### src/pkg/podp_defines.vh
// constants for the panel output driver protection block
// Notes on behaviour
// - two sizes: 96 inputs with 64 outputs, or 64 inputs with 32 outputs.
// - input bit reads 1 for a closed contact, 0 for an open one.
// - outputs form driver groups of eight sharing one overheat state.
// - overcurrent on one output switches only that output off.
// - output returns by itself once overcurrent clears; faults cycle on and off.
// - group overheat switches off and latches all eight outputs of the group.
// - controller commands off then on after overheat clears to restore an output.
// - power cycle (reset) clears the overheat latches.
// - group red indicator lights once that group's overheat has operated.
// - any group overheat raises a system alarm to the controller.
// - closed alarm-mask jumper suppresses the alarm, indicator still lights.
// - indicator n covers output byte n, bits n.0 to n.7.
// - indicators and alarm exist only on board revision 03B and later.
`ifndef PODP_DEFINES_VH
`define PODP_DEFINES_VH
`define PODP_GROUP_BITS   8
`define PODP_IN_LARGE     96
`define PODP_OUT_LARGE    64
`define PODP_IN_SMALL     64
`define PODP_OUT_SMALL    32
`endif

### src/rtl/podp_panel_io.v
// operator panel digital i/o with per-group output driver protection
`timescale 1ns/100ps
`default_nettype none
`include "podp_defines.vh"
module podp_panel_io #(
  parameter LARGE_UNIT = 1,
  parameter N_IN       = LARGE_UNIT ? `PODP_IN_LARGE : `PODP_IN_SMALL,
  parameter N_OUT      = LARGE_UNIT ? `PODP_OUT_LARGE : `PODP_OUT_SMALL,
  parameter N_GRP      = N_OUT / `PODP_GROUP_BITS
) (
  // clock and reset
  input  wire              clock_in,
  input  wire              rst_in,
  // board options
  input  wire              rev_has_alarm_in,
  input  wire              alarm_mask_jumper_in,
  // contact inputs and controller output commands
  input  wire [N_IN-1:0]   contact_closed_in,
  output reg  [N_IN-1:0]   input_bits_out,
  input  wire [N_OUT-1:0]  output_cmd_in,
  // driver element sense
  input  wire [N_OUT-1:0]  overcurrent_detector_in,
  input  wire [N_GRP-1:0]  overheat_detector_in,
  // panel side drive and status
  output reg  [N_OUT-1:0]  output_drive_out,
  output reg  [N_GRP-1:0]  group_overheat_led_out,
  output reg               system_alarm_out
);
  // three-stage synchronisers for the contact, detector and mask-jumper inputs
  reg [N_IN-1:0]  ci_s1, ci_s2, ci_s3;
  reg [N_OUT-1:0] oc_s1, oc_s2, oc_s3, oc_q;
  reg [N_GRP-1:0] oh_s1, oh_s2, oh_s3, oh_q;
  reg             msk_s1, msk_s2, msk_s3, msk_q;
  reg [N_OUT-1:0] cmd_prev;
  reg [N_OUT-1:0] latch;
  reg [N_OUT-1:0] seen_off;
  reg [N_GRP-1:0] grp_tripped;
  wire [N_OUT-1:0] next_latch;
  wire [N_OUT-1:0] next_seen_off;
  wire [N_OUT-1:0] next_drive;
  integer i;

  always @(posedge clock_in or posedge rst_in) begin
    if (rst_in) begin
      ci_s1 <= {N_IN{1'b0}};
      ci_s2 <= {N_IN{1'b0}};
      ci_s3 <= {N_IN{1'b0}};
      oc_s1 <= {N_OUT{1'b0}};
      oc_s2 <= {N_OUT{1'b0}};
      oc_s3 <= {N_OUT{1'b0}};
      oc_q  <= {N_OUT{1'b0}};
      oh_s1 <= {N_GRP{1'b0}};
      oh_s2 <= {N_GRP{1'b0}};
      oh_s3 <= {N_GRP{1'b0}};
      oh_q  <= {N_GRP{1'b0}};
      msk_s1 <= 1'b0;
      msk_s2 <= 1'b0;
      msk_s3 <= 1'b0;
      msk_q  <= 1'b0;
      input_bits_out <= {N_IN{1'b0}};
    end else begin
      ci_s1 <= contact_closed_in;
      ci_s2 <= ci_s1;
      ci_s3 <= ci_s2;
      oc_s1 <= overcurrent_detector_in;
      oc_s2 <= oc_s1;
      oc_s3 <= oc_s2;
      oh_s1 <= overheat_detector_in;
      oh_s2 <= oh_s1;
      oh_s3 <= oh_s2;
      msk_s1 <= alarm_mask_jumper_in;
      msk_s2 <= msk_s1;
      msk_s3 <= msk_s2;
      // a change counts only once stages two and three agree
      for (i = 0; i < N_IN; i = i + 1) begin
        if (ci_s2[i] == ci_s3[i])
          input_bits_out[i] <= ci_s3[i];
      end
      for (i = 0; i < N_OUT; i = i + 1) begin
        if (oc_s2[i] == oc_s3[i])
          oc_q[i] <= oc_s3[i];
      end
      for (i = 0; i < N_GRP; i = i + 1) begin
        if (oh_s2[i] == oh_s3[i])
          oh_q[i] <= oh_s3[i];
      end
      if (msk_s2 == msk_s3)
        msk_q <= msk_s3;
    end
  end

  // group index of an output bit, shared by every per-bit slice
  function integer podp_grp_of;
    input integer bit_idx;
    begin
      podp_grp_of = bit_idx / `PODP_GROUP_BITS;
    end
  endfunction

  // one slice per output; no loop variable shared with the clocked process
  genvar g;
  generate
    for (g = 0; g < N_OUT; g = g + 1) begin : gen_out
      wire grp_hot;
      wire fresh_on;
      assign grp_hot  = oh_q[podp_grp_of(g)];
      assign fresh_on = output_cmd_in[g] & ~cmd_prev[g] & seen_off[g];
      // group overheat latches all eight; set wins over clear
      assign next_latch[g]    = grp_hot | (latch[g] & ~fresh_on);
      assign next_seen_off[g] = ~grp_hot & (~output_cmd_in[g] | (seen_off[g] & ~fresh_on));
      // follows detector, so it retries itself
      assign next_drive[g] = output_cmd_in[g] & ~next_latch[g] & ~oc_q[g];
    end
  endgenerate

  always @(posedge clock_in or posedge rst_in) begin
    // reset acts as the power cycle
    if (rst_in) begin
      latch                  <= {N_OUT{1'b0}};
      seen_off               <= {N_OUT{1'b0}};
      cmd_prev               <= {N_OUT{1'b0}};
      grp_tripped            <= {N_GRP{1'b0}};
      output_drive_out       <= {N_OUT{1'b0}};
      group_overheat_led_out <= {N_GRP{1'b0}};
      system_alarm_out       <= 1'b0;
    end else begin
      latch            <= next_latch;
      seen_off         <= next_seen_off;
      cmd_prev         <= output_cmd_in;
      output_drive_out <= next_drive;
      grp_tripped      <= grp_tripped | oh_q;
      // indicator per output byte, held until reset
      group_overheat_led_out <= rev_has_alarm_in ? (grp_tripped | oh_q) : {N_GRP{1'b0}};
      system_alarm_out <= rev_has_alarm_in & ~msk_q & (|(grp_tripped | oh_q));
    end
  end
endmodule // podp_panel_io
`default_nettype wire

### config.mk
export PLATFORM = sky130hd
export DESIGN_NAME = podp_panel_io
export DESIGN_NICKNAME = d
export VERILOG_FILES = /design/src/rtl/podp_panel_io.v
export VERILOG_INCLUDE_DIRS = /design/src /design/src/pkg
export SDC_FILE = /design/constraint.sdc
export NUM_CORES = 1
export LEC_CHECK = 0
export ABC_AREA = 1
export BUFFER_PORTS_ARGS = -buffer_cell sky130_fd_sc_hd__buf_2
export CAP_MARGIN = 5
export CORE_ASPECT_RATIO = 1.25
export CORE_MARGIN = 1.5
export CORE_UTILIZATION = 60
export CTS_BUF_LIST = sky130_fd_sc_hd__clkbuf_4
export DETAILED_ROUTE_END_ITERATION = 8
export PLACE_DENSITY = 0.87
export SETUP_SLACK_MARGIN = 0.3
export SLEW_MARGIN = 0
export SYNTH_ARGS = -nofsm -noshare
export SYNTH_HDL_FRONTEND = slang
export SYNTH_SLANG_ARGS = --single-unit
### constraint.sdc
create_clock -name clock_in -period 77.1 [get_ports clock_in]
set_input_delay 15.42 -clock clock_in [delete_from_list [all_inputs] [get_ports clock_in]]
set_output_delay 15.42 -clock clock_in [all_outputs]
set_load 0.05 [all_outputs]
==> metrics, run 1 <==
GPL Wtd Cong between 0.7 and 0.8; Vias approximately 15000; P&R area growth vs syn 19.5%; outcome complete, no violations; CP endpoint kind async pin; Initial DRC Count ~690; largest net degree at the start of global routing approximately 190; maximum clock path buffer count 3; Synth top area share between 80% and 90%; Hold Path Class reg -> reg; H-tree depth 4; RR Startpoint oh_q[4]$_DFFE_PP0N_; Post-CTS Resized 0; num ports 405; sum of negative setup slack 0 ns; CP Launch Type primary input; Worst-Skew Late Latency between 0.9 and 1 ns; Core Area between 40000 and 50000 sq um; Seq/Total Area, Yosys a little over four fifths; biggest area consumer among synthesized cells dfrtp_1; final max-slew violation count 0; #FFs+latches synth 949; maximum vdd drop about 22 uV; Die Span Y between 200 and 250 um; fillcell total around 2800; synthesized instance count roughly 1700; # hold bufs at CTS 0; DR vias/cell a little under 5; R2R Path End system_alarm_out$_DFF_PP0_; setup bufs post-CTS 0; placed cells approximately 2700; antenna viol nets, final 0; drt drc 0; Critical Path Slowest Stage Cell buf_4; Syn Area/Cell 16.1 sq um; Synthesized Nets roughly 2000; Max Fanout on Critical Path around 130; Final min period ~19 ns; critical-path cell list buf_2 -> inv_8 -> buf_4 -> buf_4 -> buf_4 -> buf_4; Hold Worst Slack around 0.31 ns; port bufs 404; FF-to-FF path depth 4; initial antenna violation count 20; DRT Pass-1 Iters 5; vias in the first global route about 17000; stages on the worst setup path 6; CTS root buf clkbuf_4; final wirelength 54.1 mm; Leak Pwr around 16 nW; Max-slew headroom 27.9%; CP dominant cell by count buf_4; Synth cell types 12; endpoints failing setup 0; Post-synth top cells dfrtp_1 (949), nor2_1 (204), nand2_1 (196); ys async rst share 100%; final instance area between 30000 and 40000 sq um; CP Data Required Time 77.97 ns; CP bufs+invs 6; R2R setup slack approximately 76 ns; first-pass GRT wire length 86.6 mm; CP top delay family buffers and inverters; count leader, synth dfrtp_1; number of synthesized flops with an enable pin 0; starting density of the core between 60% and 70%; Fin Clk Skew ~0.064 ns; non-filler cells, final about 3100; die footprint ~48000 sq um; Post-DP Area 30900 sq um; Clock transition at path regs 0.07 ns; CP Launch Point rst_in; wire length per cell approximately 17 um; path type of the worst setup path in -> async; RSZ-0062 raised after global routing no; NumNets Final ~2600; maxcap violations 0; worst slew pin tran 1.08 ns; pwr/cell area 29.5 nW/um^2; period utilisation layout 24.6%; TritonCTS clock tree done; Final HPWL DP 36.4 mm; largest cells by area after synthesis dfrtp_1 (84%), maj3_1 (5.7%), nor2_1 (2.7%); layout cells sized above 1 33.4%; Post-Syn Area 28100 sq um; num rows roughly 90; CTS Buf Count a little over 200; total grt overflow 0; Die Wd 197 um; Hold Fails Final Rpt 0; CP endpoint ci_s3[52]$_DFF_PP0_; Largest stage delay, worst path around 0.90 ns; Overall Global Routing Usage a little under a quarter; Most used DFF post-synth dfrtp_1; Highest Clock Rate between 50 and 60 MHz; clock sink count around 950; Yosys warnings 0; final core occ ~73%; Critical Path AT around 20 ns
## metal layers
| metal | up-vias | global-route usage (%) | share of wire (%) |
|---|---|---|---|
| met3 | 124 | 7.87 | 6.4 |
| met4 | 16 | 11.6 | 3.0 |
| met2 | 467 | 40.4 | 53 |
| li1 | 6901 | - | - |
| met5 | - | 0 | 0.15 |
| met1 | 7720 | 26.5 | 37 |
## kinds of logic (layout without fill, tap and decap cells)
logic type | after synthesis | count (layout) | share of synthesized area (%)
AO/OA/AOI/OAI | 65 | 65 | 1.16
adder cells (fa/ha/maj) | 169 | 169 | 6.05
buffers and inverters | 90 | 858 | 1.42
flip-flops | 949 | 949 | 84.5
other | 0 | 14 | 0
AND/OR/NAND/NOR | 471 | 471 | 6.92
## layout by cell type, fill, tap and decap left out
cell / instances
a21oi_1: 65
buf_12: 1
buf_2: 404
buf_4: 8
bufinv_16: 4
clkbuf_4: 317
clkinv_1: 26
clkinv_2: 4
clkinv_4: 2
clkinvlp_4: 4
dfrtp_1: 949
diode_2: 14
inv_1: 72
inv_2: 13
inv_6: 2
inv_8: 1
maj3_1: 161
maj3_2: 8
nand2_1: 196
nor2_1: 204
nor2_2: 6
or2_0: 1
or2_2: 64
## power by group
group | internal, mW | switching, mW | leakage (nW)
clock | 0.200 | 0.180 | 1.61
combinational | 0.0200 | 0.0474 | 3.66
sequential | 0.528 | 0.0169 | 11.1
total | 0.748 | 0.244 | 16.4
## worst min path at each step
| stage | from | to | cells after the start | slack (ns) |
|---|---|---|---|---|
| 2_1_floorplan | ci_s1[0]$_DFF_PP0_ | ci_s2[0]$_DFF_PP0_ | 0 | 0.33 |
| 3_3_place_gp | ci_s1[20]$_DFF_PP0_ | ci_s2[20]$_DFF_PP0_ | 0 | 0.33 |
| 3_5_place_dp | ci_s1[11]$_DFF_PP0_ | ci_s2[11]$_DFF_PP0_ | 0 | 0.33 |
| 4_1_cts | oc_s1[43]$_DFF_PP0_ | oc_s2[43]$_DFF_PP0_ | 0 | 0.30 |
| 5_1_grt | oc_s1[12]$_DFF_PP0_ | oc_s2[12]$_DFF_PP0_ | 0 | 0.31 |
| 6_report | oc_s1[12]$_DFF_PP0_ | oc_s2[12]$_DFF_PP0_ | 0 | 0.31 |
## metrics by stage
stage	total power [mW]	worst slack (ns)
2_1_floorplan	0.598	34.99
3_3_place_gp	0.616	57.22
3_5_place_dp	0.622	57.02
4_1_cts	1.01	58.07
5_1_grt	1.04	57.35
6_report	0.993	58.11
## layout make-up
type | count | area, sq um | share of cell area (%)
multi-input combinational | 705 | 3970 | 11.8
tap | 585 | 732 | 2.18
inverter | 82 | 315 | 0.938
clock buffer | 317 | 2380 | 7.08
clock inverter | 46 | 318 | 0.946
sequential | 949 | 23700 | 70.7
timing repair buffer | 413 | 2100 | 6.26
antenna | 14 | 35.0 | 0.104
## state kept, by name, indices dropped and copies added (netlist names), 64 cells and up
signal / cells
seen_off: 64
input_bits_out: 96
ci_s2: 96
ci_s1: 96
ci_s3: 96
oc_s3: 64
oc_s2: 64
cmd_prev: 64
latch: 64
oc_q: 64
oc_s1: 64
output_drive_out: 64
Note: power is estimated with default switching activity, not from simulation.
==> run 2: changes to the inputs <==
ABC_AREA = 0   (was 1)
CORE_UTILIZATION = 59   (was 60)
PLACE_DENSITY = 0.86   (was 0.87)
clock period = 18.3 ns   (was 77.1 ns; I/O delays follow)
==> metrics, run 2 <==
Sw Ratio 25.1%; number of synthesized flops with an enable pin 0; NumNets Final around 2400; Synth cell types 18; sum of negative setup slack 0 ns; GPL Wtd Cong ~0.78; maximum clock path buffer count 3; Initial DRC Count between 500 and 600; Overall Global Routing Usage 22.4%; Core Area ~50000 sq um; Post-synth top cells dfrtp_1 (949), maj3_1 (169), inv_1 (65); vias in the first global route 17000; drt drc 0; Clock transition at path regs 0.07 ns; wire length per cell between 15 and 20 um; Final min period 6.43 ns; DRT Pass-1 Iters 4; Critical Path AT around 7.4 ns; num ports roughly 400; #FFs+latches synth 949; worst slew pin tran ~1.3 ns; Die Wd ~200 um; # hold bufs at CTS 0; period utilisation layout around a third; H-tree depth 4; num rows 91; Vias ~15000; Reg power frac ~54%; setup bufs post-CTS 0; CTS Buf Count approximately 210; biggest area consumer among synthesized cells dfrtp_1; die footprint roughly 51000 sq um; path type of the worst setup path in -> async; P&R area growth vs syn 19.1%; clock sink count around 950; maximum vdd drop approximately 100 uV; pwr/cell area 122 nW/um^2; ys async rst share 100%; CP endpoint kind async pin; pre-CTS WS ~10 ns; Max Fanout on Critical Path 176; largest cells by area after synthesis dfrtp_1 (81%), maj3_1 (5.8%), a2111oi_4 (3.0%); first-pass GRT wire length between 80 and 90 mm; layout cells sized above 1 roughly two fifths; Final HPWL DP about 37 mm; starting density of the core a little under 60%; Yosys warnings 0; Pint 3.19 mW; DR vias/cell 4.98; Hold Path Class reg -> reg; Fin Clk Skew around 0.054 ns; clock share of power 38.6%; synthesized instance count 1549; Most used DFF post-synth dfrtp_1; Synth top area share a little over 80%; Post-CTS Resized 0; initial antenna violation count 24; port bufs between 400 and 500; largest net degree at the start of global routing approximately 200; Seq/Total Area, Yosys 80.9%; Max-slew headroom 15.1%; Synthesized Nets about 1800; Gate power share about 7.1%; CP Data Required Time between 15 and 20 ns; Worst-Skew Late Latency 1.00 ns; Highest Clock Rate ~160 MHz; antenna viol nets, final 0; R2R setup slack approximately 17 ns; TritonCTS clock tree done; Die Span Y 252 um; Post-Syn Area between 20000 and 30000 sq um; commonest non-fill, non-tap cells in the layout dfrtp_1 (949), buf_2 (404), clkbuf_4 (326); RSZ-0062 raised after global routing no; count leader, synth dfrtp_1; maxcap violations 0; CP Launch Type primary input; outcome complete, no violations; endpoints failing setup 0; post-route setup slack roughly 12 ns; CTS root buf clkbuf_4; final max-slew violation count 0; final wirelength ~55 mm; Hold Fails Final Rpt 0; Syn Area/Cell 19.0 sq um; total grt overflow 0; Leak Pwr around 16 nW; Sw Pwr approximately 1.1 mW; most common cell after layout, fill and taps aside dfrtp_1
==> run 2: area by class of cell <==
class	count	area [sq um]
clock inverters	51	339
repair buffers	421	2190
inverters	65	248
flip-flops and latches	949	23700
multi-input cells	511	5150
diodes	20	50.0
fillers	2923	14300
clock buffers	326	2450
well taps	651	815
==> run 2: logic make-up (layout without fill, tap and decap cells) <==
logic type | count (synthesis) | in the layout | synth area share (%)
other cells | 0 | 20 | 0
fa+ha+maj | 169 | 169 | 5.76
simple gates | 149 | 149 | 4.26
buf+inv | 89 | 863 | 1.58
flops | 949 | 949 | 80.9
compound gates | 193 | 193 | 7.53
==> run 2: metrics by stage <==
| step | hold slack, ns | area (sq um) | power, mW | cells | utilization (%) |
|---|---|---|---|---|---|
| finish | 0.326 | 35000 | 4.25 | 2994 | 71.0 |
| global route | 0.319 | 35000 | 4.46 | 2994 | 71.0 |
| CTS | 0.315 | 34900 | 4.31 | 2973 | 70.8 |
| detailed placement | 0.335 | 32100 | 2.65 | 2596 | 65.2 |
| global placement | 0.332 | 32100 | 2.63 | 2596 | 65.2 |
| floorplan | 0.331 | 29400 | 2.55 | 1549 | - |
==> run 2: worst paths after layout <==
| kind | end | startpoint | cells past startpoint |
|---|---|---|---|
| setup / recovery | seen_off[17]$_DFF_PP0_ | rst_in | 6 |
| hold / removal | oc_s2[28]$_DFF_PP0_ | oc_s1[28]$_DFF_PP0_ | 0 |
| setup reg to reg | system_alarm_out$_DFF_PP0_ | oh_q[2]$_DFFE_PP0N_ | 2 |
| hold reg to reg | oc_s2[28]$_DFF_PP0_ | oc_s1[28]$_DFF_PP0_ | 0 |
| max in group clock_in | output_drive_out[55] | output_drive_out[55]$_DFF_PP0_ | 1 |
| min in group asynchronous | input_bits_out[49]$_DFFE_PP0N_ | rst_in | 2 |
==> run 2: worst max-delay path: stages <==
cell,delay (ns)
buf_2,0.12
clkinvlp_4,0.38
buf_4,0.92
buf_4,0.63
buf_12,0.64
buf_4,0.84
==> run 2: power groups by stage <==
stage	clock network (mW)	registers, mW	logic [mW]
global route	1.81	2.32	0.326
CTS	1.70	2.31	0.307
floorplan	0	2.42	0.127
detailed placement	0	2.35	0.305
global placement	0	2.33	0.291
finish	1.64	2.31	0.302
==> run 2: routing by layer <==
metal	global-route usage [%]	vias to the layer above	routed length, um
met5	0	-	67
met4	13.0	12	2180
met3	7.96	139	3020
met2	37.2	431	29400
met1	25.1	7668	20700
li1	-	6674	-
